[src/common/adc_seq_pkg.sv]
package adc_seq_pkg;

	// ****************************************
	// control byte layout
	// ****************************************
	localparam int CTRL_W      = 8;
	localparam int PWR_HI_BIT  = 7;
	localparam int PWR_LO_BIT  = 6;
	localparam int ACQ_BIT     = 5;
	localparam int SGL_BIT     = 4;
	localparam int UNI_BIT     = 3;
	localparam int ADDR_MSB    = 2;
	localparam logic [CTRL_W-1:0] CTRL_RESET = 8'hD8;

	typedef enum logic [1:0] {
		PWR_FULL_DOWN = 2'h0,
		PWR_STANDBY   = 2'h1,
		PWR_NORM_INT  = 2'h2,
		PWR_NORM_EXT  = 2'h3
	} pwr_sel_t;

	typedef enum logic [2:0] {
		ST_POR      = 3'h0,
		ST_IDLE     = 3'h1,
		ST_ACQ      = 3'h2,
		ST_CONV     = 3'h3,
		ST_STANDBY  = 3'h4,
		ST_SHUTDOWN = 3'h5
	} seq_state_t;

	// ****************************************
	// data widths and timing
	// ****************************************
	localparam int RESULT_W    = 10;
	localparam int SAMPLE_W    = 12;
	localparam int NUM_INPUTS  = 8;
	localparam int FIFO_DEPTH  = 32;
	localparam int ACQ_CYCLES  = 3;
	localparam int CONV_CYCLES = 13;
	localparam int CNT_W       = 8;
	localparam int CLK_PERIOD_NS = 50;
	localparam int POR_TIME_NS   = 10000;
	localparam int POR_CYCLES    = (POR_TIME_NS + CLK_PERIOD_NS - 1) / CLK_PERIOD_NS;
	localparam int SETTLE_EXT_NS     = 50000;
	localparam int SETTLE_EXT_CYCLES = SETTLE_EXT_NS / CLK_PERIOD_NS;

endpackage : adc_seq_pkg

[src/adc_seq.sv]
// ****************************************
// result fifo
// ****************************************
module result_fifo #(
	parameter int WIDTH = 11,
	parameter int DEPTH = 32
) (
	// clock and reset
	input  wire logic             clk_sys_in,
	input  wire logic             rst_in,
	// fill side
	input  wire logic             in_valid_in,
	output logic                  in_ready_out,
	input  wire logic [WIDTH-1:0] in_data_in,
	// drain side
	output logic                  out_valid_out,
	input  wire logic             out_ready_in,
	output logic      [WIDTH-1:0] out_data_out
);
	localparam int AW = $clog2(DEPTH);

	logic [WIDTH-1:0] mem [DEPTH];
	logic [AW:0]      wr_ptr_r;
	logic [AW:0]      rd_ptr_r;
	logic             full;
	logic             empty;

	assign full          = (wr_ptr_r[AW] != rd_ptr_r[AW]) && (wr_ptr_r[AW-1:0] == rd_ptr_r[AW-1:0]);
	assign empty         = (wr_ptr_r == rd_ptr_r);
	assign in_ready_out  = !full;
	assign out_valid_out = !empty;
	assign out_data_out  = mem[rd_ptr_r[AW-1:0]];

	always_ff @(posedge clk_sys_in) begin
		if (in_valid_in && !full) begin
			mem[wr_ptr_r[AW-1:0]] <= in_data_in;
		end
	end

	always_ff @(posedge clk_sys_in) begin
		if (rst_in) begin
			wr_ptr_r <= '0;
		end else if (in_valid_in && !full) begin
			wr_ptr_r <= wr_ptr_r + 1'b1;
		end
	end

	always_ff @(posedge clk_sys_in) begin
		if (rst_in) begin
			rd_ptr_r <= '0;
		end else if (out_ready_in && !empty) begin
			rd_ptr_r <= rd_ptr_r + 1'b1;
		end
	end
endmodule : result_fifo

// ****************************************
// converter control sequencer
// ****************************************
module adc_seq
	import adc_seq_pkg::*;
(
	// clock and reset
	input  wire logic                clk_sys_in,
	input  wire logic                rst_in,
	// parallel bus pins
	input  wire logic                cs_n_in,
	input  wire logic                wr_n_in,
	input  wire logic                rd_n_in,
	input  wire logic                high_byte_select_in,
	input  wire logic [CTRL_W-1:0]   data_in,
	output logic      [CTRL_W-1:0]   data_out,
	output logic                     data_oe_out,
	output logic                     conv_done_n_out,
	// external conversion clock pin
	input  wire logic                conv_clk_in,
	// sampled analog inputs, lsb = reference / 4096
	input  wire logic [SAMPLE_W-1:0] analog_inputs_in [NUM_INPUTS],
	input  wire logic [SAMPLE_W-1:0] common_in,
	// input mux and power status
	output logic      [2:0]          pos_channel_out,
	output logic      [2:0]          neg_channel_out,
	output logic                     neg_is_common_out,
	output logic                     standby_out,
	output logic                     shutdown_out
);
	// ****************************************
	// pin synchronisers
	// ****************************************
	logic [CTRL_W-1:0]   data_m_r, data_s_r;
	logic [4:0]          ctl_m_r, ctl_s_r;
	logic [SAMPLE_W-1:0] ain_m_r [NUM_INPUTS];
	logic [SAMPLE_W-1:0] ain_s_r [NUM_INPUTS];
	logic [SAMPLE_W-1:0] com_m_r, com_s_r;
	logic                cs_s, wr_s, rd_s, hbe_s, cclk_s;
	logic                wr_q_r, rd_q_r, cclk_q_r;

	always_ff @(posedge clk_sys_in) begin
		ctl_m_r  <= {cs_n_in, wr_n_in, rd_n_in, high_byte_select_in, conv_clk_in};
		ctl_s_r  <= ctl_m_r;
		data_m_r <= data_in;
		data_s_r <= data_m_r;
		ain_m_r  <= analog_inputs_in;
		ain_s_r  <= ain_m_r;
		com_m_r  <= common_in;
		com_s_r  <= com_m_r;
	end

	assign {cs_s, wr_s, rd_s, hbe_s, cclk_s} = ctl_s_r;

	always_ff @(posedge clk_sys_in) begin
		if (rst_in) begin
			wr_q_r   <= 1'b1;
			rd_q_r   <= 1'b1;
			cclk_q_r <= 1'b0;
		end else begin
			wr_q_r   <= wr_s;
			rd_q_r   <= rd_s;
			cclk_q_r <= cclk_s;
		end
	end

	logic wr_rise, rd_fall, rd_rise;
	// chip select gates every strobe, clock included
	assign wr_rise = !cs_s && wr_s && !wr_q_r;
	assign rd_fall = !cs_s && !rd_s && rd_q_r;
	assign rd_rise = !cs_s && rd_s && !rd_q_r;

	// ****************************************
	// control byte
	// ****************************************
	logic [CTRL_W-1:0] ctrl_r;
	logic              ext_clk_r;
	pwr_sel_t          pwr_sel;
	seq_state_t        state_r;
	logic              take_ctrl;

	assign pwr_sel   = pwr_sel_t'(ctrl_r[PWR_HI_BIT:PWR_LO_BIT]);
	assign take_ctrl = wr_rise && (state_r != ST_POR) && (state_r != ST_CONV);

	always_ff @(posedge clk_sys_in) begin
		if (rst_in) begin
			ctrl_r <= CTRL_RESET;
		end else if (take_ctrl && !(state_r == ST_ACQ)) begin
			ctrl_r <= data_s_r;
		end
	end

	always_ff @(posedge clk_sys_in) begin
		if (rst_in) begin
			ext_clk_r <= 1'b1;
		end else if (take_ctrl && state_r != ST_ACQ && data_s_r[PWR_HI_BIT]) begin
			ext_clk_r <= data_s_r[PWR_LO_BIT];
		end
	end

	// ****************************************
	// input mux select
	// ****************************************
	always_ff @(posedge clk_sys_in) begin
		if (rst_in) begin
			pos_channel_out   <= 3'h0;
			neg_channel_out   <= 3'h0;
			neg_is_common_out <= 1'b1;
		end else if (ctrl_r[SGL_BIT]) begin
			pos_channel_out   <= ctrl_r[ADDR_MSB:0];
			neg_channel_out   <= 3'h0;
			neg_is_common_out <= 1'b1;
		end else begin
			pos_channel_out   <= ctrl_r[ADDR_MSB:0];
			neg_channel_out   <= {ctrl_r[ADDR_MSB:1], !ctrl_r[0]};
			neg_is_common_out <= 1'b0;
		end
	end

	// ****************************************
	// quantiser
	// ****************************************
	logic signed [SAMPLE_W+1:0] diff;
	logic signed [SAMPLE_W+1:0] rounded;
	logic        [RESULT_W-1:0] code;

	always_comb begin
		diff = $signed({2'h0, ain_s_r[pos_channel_out]}) -
			$signed(neg_is_common_out ? {2'h0, com_s_r} : {2'h0, ain_s_r[neg_channel_out]});
		rounded = (diff + 14'sh0002) >>> 2;
		if (ctrl_r[UNI_BIT]) begin
			if (diff < 0) begin
				code = 10'h000;
			end else if (rounded > 14'sh03FF) begin
				code = 10'h3FF;
			end else begin
				code = rounded[RESULT_W-1:0];
			end
		end else begin
			if (rounded > 14'sh01FF) begin
				code = 10'h1FF;
			end else if (rounded < -14'sh0200) begin
				code = 10'h200;
			end else begin
				code = rounded[RESULT_W-1:0];
			end
		end
	end

	// ****************************************
	// sequencer
	// ****************************************
	logic [CNT_W-1:0]    cnt_r;
	logic [RESULT_W-1:0] hold_r;
	logic                tick;
	logic                push;
	logic                fifo_ready;

	// internal clock runs at the system rate
	assign tick = ext_clk_r ? (!cs_s && cclk_s && !cclk_q_r) : 1'b1;
	// a full fifo stalls the end of conversion
	assign push = (state_r == ST_CONV) && (cnt_r == CNT_W'(CONV_CYCLES)) && fifo_ready;

	always_ff @(posedge clk_sys_in) begin
		if (rst_in) begin
			state_r <= ST_POR;
			cnt_r   <= '0;
		end else begin
			case (state_r)
				ST_POR: begin
					cnt_r <= cnt_r + 1'b1;
					if (cnt_r == CNT_W'(POR_CYCLES - 1)) begin
						state_r <= ST_IDLE;
						cnt_r   <= '0;
					end
				end
				ST_IDLE, ST_STANDBY, ST_SHUTDOWN: begin
					if (take_ctrl) begin
						state_r <= ST_ACQ;
						cnt_r   <= '0;
					end
				end
				ST_ACQ: begin
					if (ctrl_r[ACQ_BIT]) begin
						if (wr_rise) begin
							state_r <= ST_CONV;
							cnt_r   <= '0;
						end
					end else if (cnt_r == CNT_W'(ACQ_CYCLES)) begin
						state_r <= ST_CONV;
						cnt_r   <= '0;
					end else if (tick) begin
						cnt_r <= cnt_r + 1'b1;
					end
				end
				ST_CONV: begin
					if (push) begin
						cnt_r <= '0;
						case (pwr_sel)
							PWR_FULL_DOWN: state_r <= ST_SHUTDOWN;
							PWR_STANDBY:   state_r <= ST_STANDBY;
							default:       state_r <= ST_IDLE;
						endcase
					end else if (tick && cnt_r != CNT_W'(CONV_CYCLES)) begin
						cnt_r <= cnt_r + 1'b1;
					end
				end
				default: begin
					state_r <= ST_IDLE;
					cnt_r   <= '0;
				end
			endcase
		end
	end

	// sample is held at the start of conversion
	always_ff @(posedge clk_sys_in) begin
		if (rst_in) begin
			hold_r <= '0;
		end else if (state_r == ST_ACQ && state_r != ST_CONV) begin
			hold_r <= code;
		end
	end

	// power-down states still accept bus traffic, only conversion stops
	always_ff @(posedge clk_sys_in) begin
		if (rst_in) begin
			standby_out  <= 1'b0;
			shutdown_out <= 1'b0;
		end else begin
			standby_out  <= (state_r == ST_STANDBY);
			shutdown_out <= (state_r == ST_SHUTDOWN);
		end
	end

	// ****************************************
	// result buffer and read port
	// ****************************************
	logic                  head_valid;
	logic [RESULT_W:0]     head;
	logic                  pop;

	// the high byte read ends the pair and frees the word
	assign pop = rd_rise && hbe_s;

	result_fifo #(
		.WIDTH (RESULT_W + 1),
		.DEPTH (FIFO_DEPTH)
	) u_fifo (
		.clk_sys_in    (clk_sys_in),
		.rst_in        (rst_in),
		.in_valid_in   (push),
		.in_ready_out  (fifo_ready),
		.in_data_in    ({ctrl_r[UNI_BIT], hold_r}),
		.out_valid_out (head_valid),
		.out_ready_in  (pop),
		.out_data_out  (head)
	);

	always_ff @(posedge clk_sys_in) begin
		if (rst_in || !head_valid) begin
			data_out <= '0;
		end else if (hbe_s) begin
			data_out <= {{6{!head[RESULT_W] & head[9]}}, head[9:8]};
		end else begin
			data_out <= head[7:0];
		end
	end

	assign data_oe_out = !cs_s && !rd_s;

	logic done_r;
	always_ff @(posedge clk_sys_in) begin
		if (rst_in) begin
			done_r <= 1'b0;
		end else if (push) begin
			done_r <= 1'b1;
		end else if (rd_fall || take_ctrl) begin
			done_r <= 1'b0;
		end
	end

	assign conv_done_n_out = !done_r;
endmodule : adc_seq

[config.mk]
export PLATFORM = sky130hd
export DESIGN_NAME = adc_seq
export DESIGN_NICKNAME = d
export VERILOG_FILES = /design/src/common/adc_seq_pkg.sv /design/src/adc_seq.sv
export SDC_FILE = /design/constraint.sdc
export NUM_CORES = 1
export LEC_CHECK = 0
export ABC_AREA = 1
export BUFFER_PORTS_ARGS = -buffer_cell sky130_fd_sc_hd__buf_2
export CORE_MARGIN = 3
export CORE_UTILIZATION = 55
export CTS_CLUSTER_SIZE = 30
export DETAILED_ROUTE_END_ITERATION = 7
export PLACE_DENSITY_LB_ADDON = 0.12
export SETUP_SLACK_MARGIN = 0.15
export SLEW_MARGIN = 20
export SYNTH_ARGS = -nofsm -noshare
export SYNTH_HDL_FRONTEND = slang
export SYNTH_HIERARCHICAL = 1
export SYNTH_SLANG_ARGS = --single-unit
[constraint.sdc]
create_clock -name clk_sys_in -period 3.8 [get_ports clk_sys_in]
set_input_delay 0.57 -clock clk_sys_in [delete_from_list [all_inputs] [get_ports clk_sys_in]]
set_output_delay 0.57 -clock clk_sys_in [all_outputs]
set_load 0.01 [all_outputs]
Yosys cells after proc, flatten, opt, wreduce, memory -nomap -nowiden
Memory sizes are Yosys's and may differ from the RTL's. A register that Yosys moved wholly into a read port is not among the register bits.
Cells that the tools add are included.
- $add $sub $neg: 5
- magnitude comparators: 6
- equality and inequality tests: 22
- multiplexer cells: 38
- bitwise gates (word level): 3
- reductions and logical operators: 42
- operator list (kind ; number):
    binary-select mux 12 bit (select 3 bit) ; 2
    2-to-1 mux 8 bit ; 9
    2-to-1 mux 12 bit ; 5
    2-to-1 mux 10 bit ; 5
    one-hot mux 8 bit (4 select lines) ; 1
    logical AND 1 bit ; 21
    2-to-1 mux 3 bit ; 6
    adder 13 x 3 -> 14 bit, second input constant ; 1
    less-than comparator 13 x 1 -> 1 bit, second input constant ; 1
    subtractor 12 x 12 -> 13 bit ; 1
    adder 6 x 1 -> 6 bit, second input constant ; 2
    greater-than comparator 12 x 10 -> 1 bit, second input constant ; 1
    greater-than comparator 12 x 11 -> 1 bit, second input constant ; 1
    less-than comparator 12 x 10 -> 1 bit, second input constant ; 1
    one-hot mux 3 bit (4 select lines) ; 1
    zero test 1 bit ; 11
    2-to-1 mux 5 bit ; 2
    adder 8 x 1 -> 8 bit, second input constant ; 1
    == test 8 x 2 -> 1 bit, second input constant ; 1
    == test 8 x 4 -> 1 bit, second input constant ; 1
    == test 8 bit, second input constant ; 1
    greater-or-equal comparator 4 bit, second input constant ; 2
    != test 8 x 4 -> 1 bit, second input constant ; 1
    inverter 3 -> 4 bit ; 2
    25 further kinds ; 36
- register bits after elaboration: 305
- RAM bits: 352
- output and inout bits: 19
- logic and storage cells: 156
- memories: 1
- memories (memory ; depth ; width ; read ports ; clocked after Yosys merged registers in ; write ports ; RTL line ; source):
    u_fifo.mem ; 32 ; 11 ; 1 ; 1 ; 1 ; adc_seq.sv:22 ; logic [WIDTH-1:0] mem [DEPTH];

Depth between registers and ports, before layout
Gate-level depths: netlist (run 1).
- depth in word-level cells: 11
- gate-level depth with buffers: 29
- depth with buffers taken out: 27

Hierarchy
Netlist (run 1), hierarchy kept.
- modules (own cells, without submodules) (module ; times used ; cells an instance ; area each (um^2)):
    result_fifo ; 1 ; 1333 ; 15293.4
    adc_seq ; 1 ; 1094 ; 9693.0

Worst setup path after synthesis (run 1)
OpenSTA, ideal clock, no wires.
- path type: register -> register
- from: reg neg_channel_out[0]
- to: reg hold_r[0]
- setup time: 0.120 ns
- arrival: 3.389 ns
- required time: 3.680 ns
- slack: 0.290 ns
- cell stages (with the launch flop): 26
- path buffers: 3
- period minus slack after synthesis: 3.510 ns
- cells stage by stage: dfxtp_1 -> buf_2 -> clkbuf_1 -> clkbuf_1 -> o21ai_0 -> a21oi_1 -> o221ai_1 -> nand2_1 -> inv_1 -> ha_1 -> nand2_1 -> nor3_1 -> nand2_1 -> nand2_1 -> a21oi_1 -> or2_2 -> nand2_1 -> inv_1 -> nand2_1 -> nor2_1 -> nand3_1 -> nand2_2 -> nand2_2 -> nand2_1 -> a21oi_1 -> a21oi_1
- word-level cells in the longest chain between the ends: 11
- elaborated cells on any way between the ends: 16
- ends and longest elaborated chain (item ; RTL line ; source):
    start, declared ; adc_seq.sv:82 ; output logic [2:0] neg_channel_out,
    start signal, assigned ; adc_seq.sv:171 ; neg_channel_out <= {ctrl_r[ADDR_MSB:1], !ctrl_r[0]};
    inverter 3 -> 4 bit (implied by the code) (*) ; adc_seq.sv:185 ; $signed(neg_is_common_out ? {2'h0, com_s_r} : {2'h0, ain_s_r[neg_channel_out]});
    binary-select mux 12 bit (select 3 bit) (*) ; adc_seq.sv:185 ;
    2-to-1 mux 12 bit (implied by the code) (*) (2 in series) ; adc_seq.sv:185 ;
    2-to-1 mux 12 bit (*) ; adc_seq.sv:185 ;
    subtractor 12 x 12 -> 13 bit (*) ; adc_seq.sv:184 ; diff = $signed({2'h0, ain_s_r[pos_channel_out]}) -
    adder 13 x 3 -> 14 bit ; adc_seq.sv:186 ; rounded = (diff + 14'sh0002) >>> 2;
    less-than comparator 12 x 10 -> 1 bit / greater-than comparator 12 x 11 -> 1 bit (equally long branches) ; adc_seq.sv:198, adc_seq.sv:190 ;
    2-to-1 mux 10 bit (on tied branches) ; adc_seq.sv:198, adc_seq.sv:190 ;
    2-to-1 mux 10 bit (on tied branches) ; adc_seq.sv:196, adc_seq.sv:188 ;
    2-to-1 mux 10 bit (*) ; adc_seq.sv:187 ; if (ctrl_r[UNI_BIT]) begin
    end signal, assigned ; adc_seq.sv:277 ; hold_r <= code;
    end, declared ; adc_seq.sv:210 ; logic [RESULT_W-1:0] hold_r;
Every way passes the cells marked *; elsewhere a longest branch is shown, timed or not. The select of a mux whose other input is x is not followed.
A chain may end at the register's enable or synchronous reset.

Final worst setup path (run 1)
- from: reg neg_channel_out[0]
- to: reg hold_r[3]
Same word-level chain as after synthesis.

==> results of run 1 <==
==> cell type report <==
type	count	area, um2	area share (%)
Clock inverter	37	344	1.20
Timing Repair inverter	1	7.51	0.0261
Clock buffer	76	1670	5.79
Tap cell	592	741	2.58
Sequential cell	662	16800	58.4
Timing Repair Buffer	219	1460	5.08
Multi-Input combinational cell	1499	7200	25.0
Inverter	145	556	1.93
==> flip-flops by register name, summed over array words and instances (netlist names), 3 cells and up, named ones only <==
register and flops:
hold_r 10, com_m_r 12, ain_s_r 96, u_fifo/wr_ptr_r 6
ain_m_r 96, data_out 8, ctrl_r 8, data_m_r 8
neg_channel_out 3, cnt_r 8, u_fifo/rd_ptr_r 6, u_fifo/mem 352
data_s_r 8, ctl_m_r 5, pos_channel_out 3, state_r 3
com_s_r 12, ctl_s_r 5
==> critical path, cell delays in order, from the launching register on <==
cell,delay (ps)
sky130_fd_sc_hd__dfxtp_4,400
sky130_fd_sc_hd__buf_8,160
sky130_fd_sc_hd__a21oi_1,140
sky130_fd_sc_hd__o21ai_0,110
sky130_fd_sc_hd__o21ai_1,170
sky130_fd_sc_hd__o221ai_1,160
sky130_fd_sc_hd__nand2_1,110
sky130_fd_sc_hd__inv_1,70
sky130_fd_sc_hd__ha_4,300
sky130_fd_sc_hd__nand3_1,100
sky130_fd_sc_hd__nand2_2,130
sky130_fd_sc_hd__nand2_1,60
sky130_fd_sc_hd__nand2_1,110
sky130_fd_sc_hd__a21oi_2,70
sky130_fd_sc_hd__or2_2,260
sky130_fd_sc_hd__nand2_1,80
sky130_fd_sc_hd__inv_1,50
sky130_fd_sc_hd__nand2_1,90
sky130_fd_sc_hd__nor2_2,50
sky130_fd_sc_hd__nand3_1,90
sky130_fd_sc_hd__nand2_2,120
sky130_fd_sc_hd__nand2_4,150
sky130_fd_sc_hd__nand2_1,80
sky130_fd_sc_hd__a21oi_1,130
sky130_fd_sc_hd__a21oi_1,90
==> timing repair <==
action	CTS	global route
pin swaps	0	4
hold buffers	1	0
endpoints found under the hold margin	1	0
cloned	0	3
endpoints found under the setup margin	6	10
resized for setup	2	62
buffers inserted	0	2
==> final timing paths <==
| kind | startpoint | to | slack (ps) | depth (start not counted) |
|---|---|---|---|---|
| worst max-delay path | neg_channel_out[0] | hold_r[3] | 390 | 24 |
| worst min register to register | ain_m_r[91] | ain_s_r[91] | 310 | 0 |
| worst min-delay path | analog_inputs_in[66] | ain_m_r[66] | 40 | 1 |
| worst max register to register | neg_channel_out[0] | hold_r[3] | 390 | 24 |
==> kinds of logic after synthesis <==
kind of cell,count (synthesis),share of synthesized area (%)
AND/OR/NAND/NOR,1182,20.3
AO/OA/AOI/OAI,285,6.17
buffers and inverters,266,4.90
adder cells (fa/ha/maj),20,1.03
flip-flops,662,67.1
XOR/XNOR,12,0.421
==> routing by layer <==
metal / vias to the layer above / wire length [um] / part of all wire, % / global-route usage [%]
li1: 8562 / - / - / -
met1: 8218 / 25700 / 42 / 33.5
met2: 722 / 29000 / 48 / 41.2
met3: 146 / 3830 / 6.3 / 3.46
met4: 0 / 2520 / 4.1 / 10.4
met5: - / 0 / 0 / 0
==> power breakdown <==
group          internal [uW]  switching [uW]
clock network           3450            2570
logic                    182             282
registers               7600            60.9
total                  11200            2920
==> placed cells by master (no fill, tap or decap), drive strengths merged, types with 9 or more instances in the layout <==
cell type	Yosys	layout
o211ai	15	15
edfxtp	352	352
clkinv	9	34
and2	12	12
buf	72	216
xor2	10	10
ha	19	19
o221ai	10	10
nand2	678	678
nor2	92	92
a31oi	11	11
inv	136	138
nand4	9	9
clkbuf	49	78
dfxtp	310	310
nor3	38	38
nand3	343	343
o21ai	126	126
a21oi	113	113
==> metrics by stage <==
stage	power, uW	utilization [%]	setup WS, ps
6_report	14100	64.6	385
5_1_grt	14600	64.6	76.2
4_1_cts	14200	63.9	186
3_5_place_dp	8230	59.3	163
3_3_place_gp	8220	59.3	236
2_1_floorplan	8060	-	290
==> qor.yml, run 1 <==
effective_utilization_at_floorplan_pct: 56.1
vdd_drop_max_uv: 441
slew_viol_final: 0
detailroute.via_count: 17600
placed_cells: 3112
critPathRequiredTime_ps: 4300
ant_nets: 0
max_cap_viol_count: 0
finalHoldViolations: 0
tritoncts_clock_tree: "yes"
synth_nets: 2570
synthTopCellsByCount: "sky130_fd_sc_hd__nand2_1 (665), sky130_fd_sc_hd__edfxtp_1 (352), sky130_fd_sc_hd__nand3_1 (341), sky130_fd_sc_hd__dfxtp_1 (310), sky130_fd_sc_hd__o21ai_0 (126)"
maxSlewHeadroom_pct: 38.4
layout-drive-gt1-share_pct: 14.9
wire_length_of_the_first_global_routing_pass_um: 92900
grt_antenna_before_repair: 0
clock-sinks: 662
ff_latch_count_synth: 662
num_antenna_cells: 0
finalWirelength_um: 61100
finalNonFillerCells: 3231
synth_area_leaders: "sky130_fd_sc_hd__edfxtp_1 (42%), sky130_fd_sc_hd__dfxtp_1 (25%), sky130_fd_sc_hd__nand2_1 (10%), sky130_fd_sc_hd__nand3_1 (6.8%), sky130_fd_sc_hd__o21ai_0 (2.5%)"
min_period_over_period_pct: 89.9
post_dp_cell_area_um2: 26400
status: "completed"
synth_edf_count: 352
criticalPathCategory: "flip-flop to flip-flop"
fin_worst_skew_ps: 24.2
power.density_cell_area_nw_per_um2: 492
drtPass1Iterations: 6
clockRootBuffer: "sky130_fd_sc_hd__clkbuf_16"
netlist-cell-type-count: 46
synth_area_leader_cell: "sky130_fd_sc_hd__edfxtp_1"
max_clock_freq_mhz: 293
dp_hpwl_um: 38400
postSynthCellCount: 2427
design.die.area_um2: 48000
clock_tree.htree_level_count: 2
kind_of_start_point_of_the_critical_path: "flip-flop"
setup-tns-final_ps: 0
yosysSeqAreaShare_pct: 67.1
setup-violations-final: 0
floorplan.rows: 77
globalplace.congestion: 0.933
drt_iter0_markers: 1615
ys.warnings.count: 6
crit_path_max_fanout: 18
total_leakage_power_uw: 0.0112
die-width_um: 219
clk_latency_ps: 630
remaining_drc_errors: 0
grt_pass1_vias: 16900
nets: 2732
clk_pin_slew_worst_paths_ps: 60
fin_area_um2: 28800
synthArstFlopShare_pct: 0
timing.hold.ws_ps: 42.7
grt_overflow: 0
postSynth.topFlopCell: "sky130_fd_sc_hd__edfxtp_1"
grt.total_usage_pct: 25.0
synth.most_common_cell: "sky130_fd_sc_hd__nand2_1"
via_per_inst: 5.46
i_o_pin_count: 142
place.port_buffers: 141
route.detailed.wl_per_inst_um: 18.9
max-clock-path-buffers: 3
cts_made_buffers: 61
setup.worst_path.end_class: "flip-flop"
hold_path_class: "input pin to flip-flop"
synth.top_cell.area_share_pct: 42.3
syn-cell-area_um2: 25000
cp.arrival_ps: 3910
synthToLayoutAreaGrowth_pct: 15.1
fill_cells: 3541
largest_net_degree_at_the_start_of_global_routing: 177
fin_crit_ps: 3410
core_region_area_um2: 44500
avgSynthCellArea_um2: 10.3
die_height_um: 219
timing_worst_slew_pin_value_ps: 918
rsz0062_at_grt: "no"
Note: power is estimated with default switching activity, not from simulation.
==> inputs of run 2 (changes only) <==
--- a/config.mk
+++ b/config.mk
@@ -9,6 +9,8 @@
 export BUFFER_PORTS_ARGS = -buffer_cell sky130_fd_sc_hd__buf_2
 export CORE_MARGIN = 3
 export CORE_UTILIZATION = 55
+export CTS_BUF_LIST = sky130_fd_sc_hd__clkbuf_16
+export CTS_CLUSTER_DIAMETER = 60
 export CTS_CLUSTER_SIZE = 30
 export DETAILED_ROUTE_END_ITERATION = 7
 export PLACE_DENSITY_LB_ADDON = 0.12
==> run 2 against run 1 <==
Net effect:
- sequential share of layout area rose by 0.68 points
- register-to-register slack got worse by 30 ps
- global-route usage fell by 0.27 points
- sequential power barely moved
- via count fell by 0.10%
- combinational power rose by 9.5%
- die area did not move
- core utilization fell by 0.73 points
==> qor.yml, run 2 (synthesized netlist as in run 1, its figures left out) <==
synthToLayoutAreaGrowth_pct: 13.8
total_leakage_power_uw: 0.0111
clock-sinks: 662
grt_antenna_before_repair: 0
cpMaxStageDelayCell: "sky130_fd_sc_hd__dfxtp_4"
setup-violations-final: 0
design.die.area_um2: 48000
dp_hpwl_um: 38400
layout_commonest_cell: "sky130_fd_sc_hd__nand2_1"
setup.worst_path.end_class: "flip-flop"
finalHoldViolations: 0
clockRootBuffer: "sky130_fd_sc_hd__clkbuf_16"
tritoncts_clock_tree: "yes"
core_region_area_um2: 44500
slew_viol_final: 0
most-common-layout-cells: "sky130_fd_sc_hd__nand2_1 (657), sky130_fd_sc_hd__edfxtp_1 (352), sky130_fd_sc_hd__nand3_1 (335)"
i_o_pin_count: 142
cp_common_cell: "sky130_fd_sc_hd__nand2_1"
timing_worst_slew_pin_value_ps: 903
clk_latency_ps: 590
finalCoreUtilization_pct: 63.9
status: "completed"
drt_iter0_markers: 1747
grt.total_usage_pct: 24.7
wire_length_of_the_first_global_routing_pass_um: 91800
regToRegEndpoint: "hold_r[6]"
drtPass1Iterations: 6
via_per_inst: 5.51
place.port_buffers: 141
hold_path_depth: 1
grt_overflow: 0
placed_cells: 3112
rsz0062_at_grt: "no"
max_cap_viol_count: 0
hold_path_class: "input pin to flip-flop"
clock_tree.htree_level_count: 2
ff2ff_path_depth: 23
crit_path_max_fanout: 9
clk_pin_slew_worst_paths_ps: 100
crit_path_max_incr_delay_ps: 410
power.density_cell_area_nw_per_um2: 454
startpoint: "neg_channel_out[0]"
vdd_drop_max_uv: 532
route.detailed.wl_per_inst_um: 19.1
worstPathBufferInverterCount: 5
setup_slack_of_the_most_critical_reg_to_reg_path_ps: 360
finalWirelength_um: 61000
num_antenna_cells: 0
hold-path-endpoint: "ain_m_r[39]"
setup-tns-final_ps: 0
grt_pass1_vias: 16500
criticalPathCategory: "flip-flop to flip-flop"
timing.rr.start: "neg_channel_out[0]"
fin_crit_ps: 3440
min_period_over_period_pct: 90.5
nets: 2723
hp-start: "analog_inputs_in[39]"
crit_family: "simple AND/OR/NAND/NOR gates"
path_cells: "buf_8 > clkbuf_16 > o21ai_0 > nand2_1 > o221ai_2 > nand2_1 > inv_1 > ha_1 > nand2_1 > nand2_1 > and3_1 > a211oi_1 > nand3_1 > inv_2 > nand3_1 > nor2_2 > nand3_2 > nand2_4 > buf_12 > nand2_2 > nand2_1 > a21oi_1 > a21oi_1"
layout-drive-gt1-share_pct: 15.2
detailroute.via_count: 17600
remaining_drc_errors: 0
max_clock_freq_mhz: 291
die_height_um: 219
maxSlewHeadroom_pct: 39.4
largest_reg_flops: 352
globalplace.congestion: 0.933
fin_worst_skew_ps: 34.7
die-width_um: 219
cts_made_buffers: 38
max-clock-path-buffers: 3
floorplan.rows: 77
cp.arrival_ps: 3940
finalNonFillerCells: 3199
effective_utilization_at_floorplan_pct: 56.1
ant_nets: 0
kind_of_start_point_of_the_critical_path: "flip-flop"
largest_net_degree_at_the_start_of_global_routing: 177
critPathRequiredTime_ps: 4300
## run 2: cell types whose count changed in the layout (fill, tap and decap cells not counted), sizes merged
cell	previous run	this run
clkinv	34	16
buf	216	225
clkinvlp	6	3
nand2	678	680
dlygate4sd3	1	0
bufinv	5	3
inv	138	152
clkbuf	78	45
## run 2: area by class of cell
class                           instances  area, um2
Timing Repair Buffer                  231       1640
Fill cell                            3586      16100
Sequential cell                       662      16800
Inverter                              145        563
Clock buffer                           39        976
Tap cell                              592        741
Clock inverter                         28        417
Multi-Input combinational cell       1501       7300
Timing Repair inverter                  1       7.51
## run 2: report_power, final
group | total [uW] | internal, uW | leakage, uW | switching [uW]
clock | 4760 | 2230 | 0.000681 | 2530
combinational | 508 | 204 | 0.00520 | 304
sequential | 7650 | 7580 | 0.00518 | 61.1
total | 12900 | 10000 | 0.0111 | 2900
## run 2: stage by stage
stage	hold slack [ps]	instance area, um2	setup slack [ps]	power, uW
after detailed placement	312	26400	163	8230
after CTS	37.1	27800	153	12900
after floorplan	310	25000	290	8060
after global routing	35.4	28400	77.8	13400
after global placement	311	26400	236	8220
final	70.8	28400	359	12900
## run 2: worst register-to-register path, stage by stage (launching register included)
cell and delay (ps):
sky130_fd_sc_hd__dfxtp_4 410, sky130_fd_sc_hd__buf_8 160, sky130_fd_sc_hd__clkbuf_16 160, sky130_fd_sc_hd__o21ai_0 190, sky130_fd_sc_hd__nand2_1 90, sky130_fd_sc_hd__o221ai_2 200, sky130_fd_sc_hd__nand2_1 70, sky130_fd_sc_hd__inv_1 60
sky130_fd_sc_hd__ha_1 260, sky130_fd_sc_hd__nand2_1 80, sky130_fd_sc_hd__nand2_1 80, sky130_fd_sc_hd__and3_1 150, sky130_fd_sc_hd__a211oi_1 220, sky130_fd_sc_hd__nand3_1 190, sky130_fd_sc_hd__inv_2 140, sky130_fd_sc_hd__nand3_1 100
sky130_fd_sc_hd__nor2_2 100, sky130_fd_sc_hd__nand3_2 90, sky130_fd_sc_hd__nand2_4 130, sky130_fd_sc_hd__buf_12 110, sky130_fd_sc_hd__nand2_2 80, sky130_fd_sc_hd__nand2_1 70, sky130_fd_sc_hd__a21oi_1 60, sky130_fd_sc_hd__a21oi_1 160
## run 2: metal layers
metal | GRT usage [%] | wire length (um)
met5 | 0 | 0
met4 | 10.0 | 2580
met3 | 3.49 | 4240
met2 | 40.4 | 28600
met1 | 33.5 | 25500
## run 2: worst max-delay path by stage
stage / to / cells after the start
2_1_floorplan: hold_r[0] / 25
3_3_place_gp: hold_r[8] / 19
3_5_place_dp: hold_r[7] / 21
4_1_cts: hold_r[7] / 21
5_1_grt: hold_r[7] / 24
6_report: hold_r[6] / 23
## run 2: repair_timing
item,CTS,global route
gates resized for setup,1,100
hold buffers,0,0
pin swaps,0,11
cloned,0,9
buffers inserted,0,11
endpoints found under the setup margin,5,10
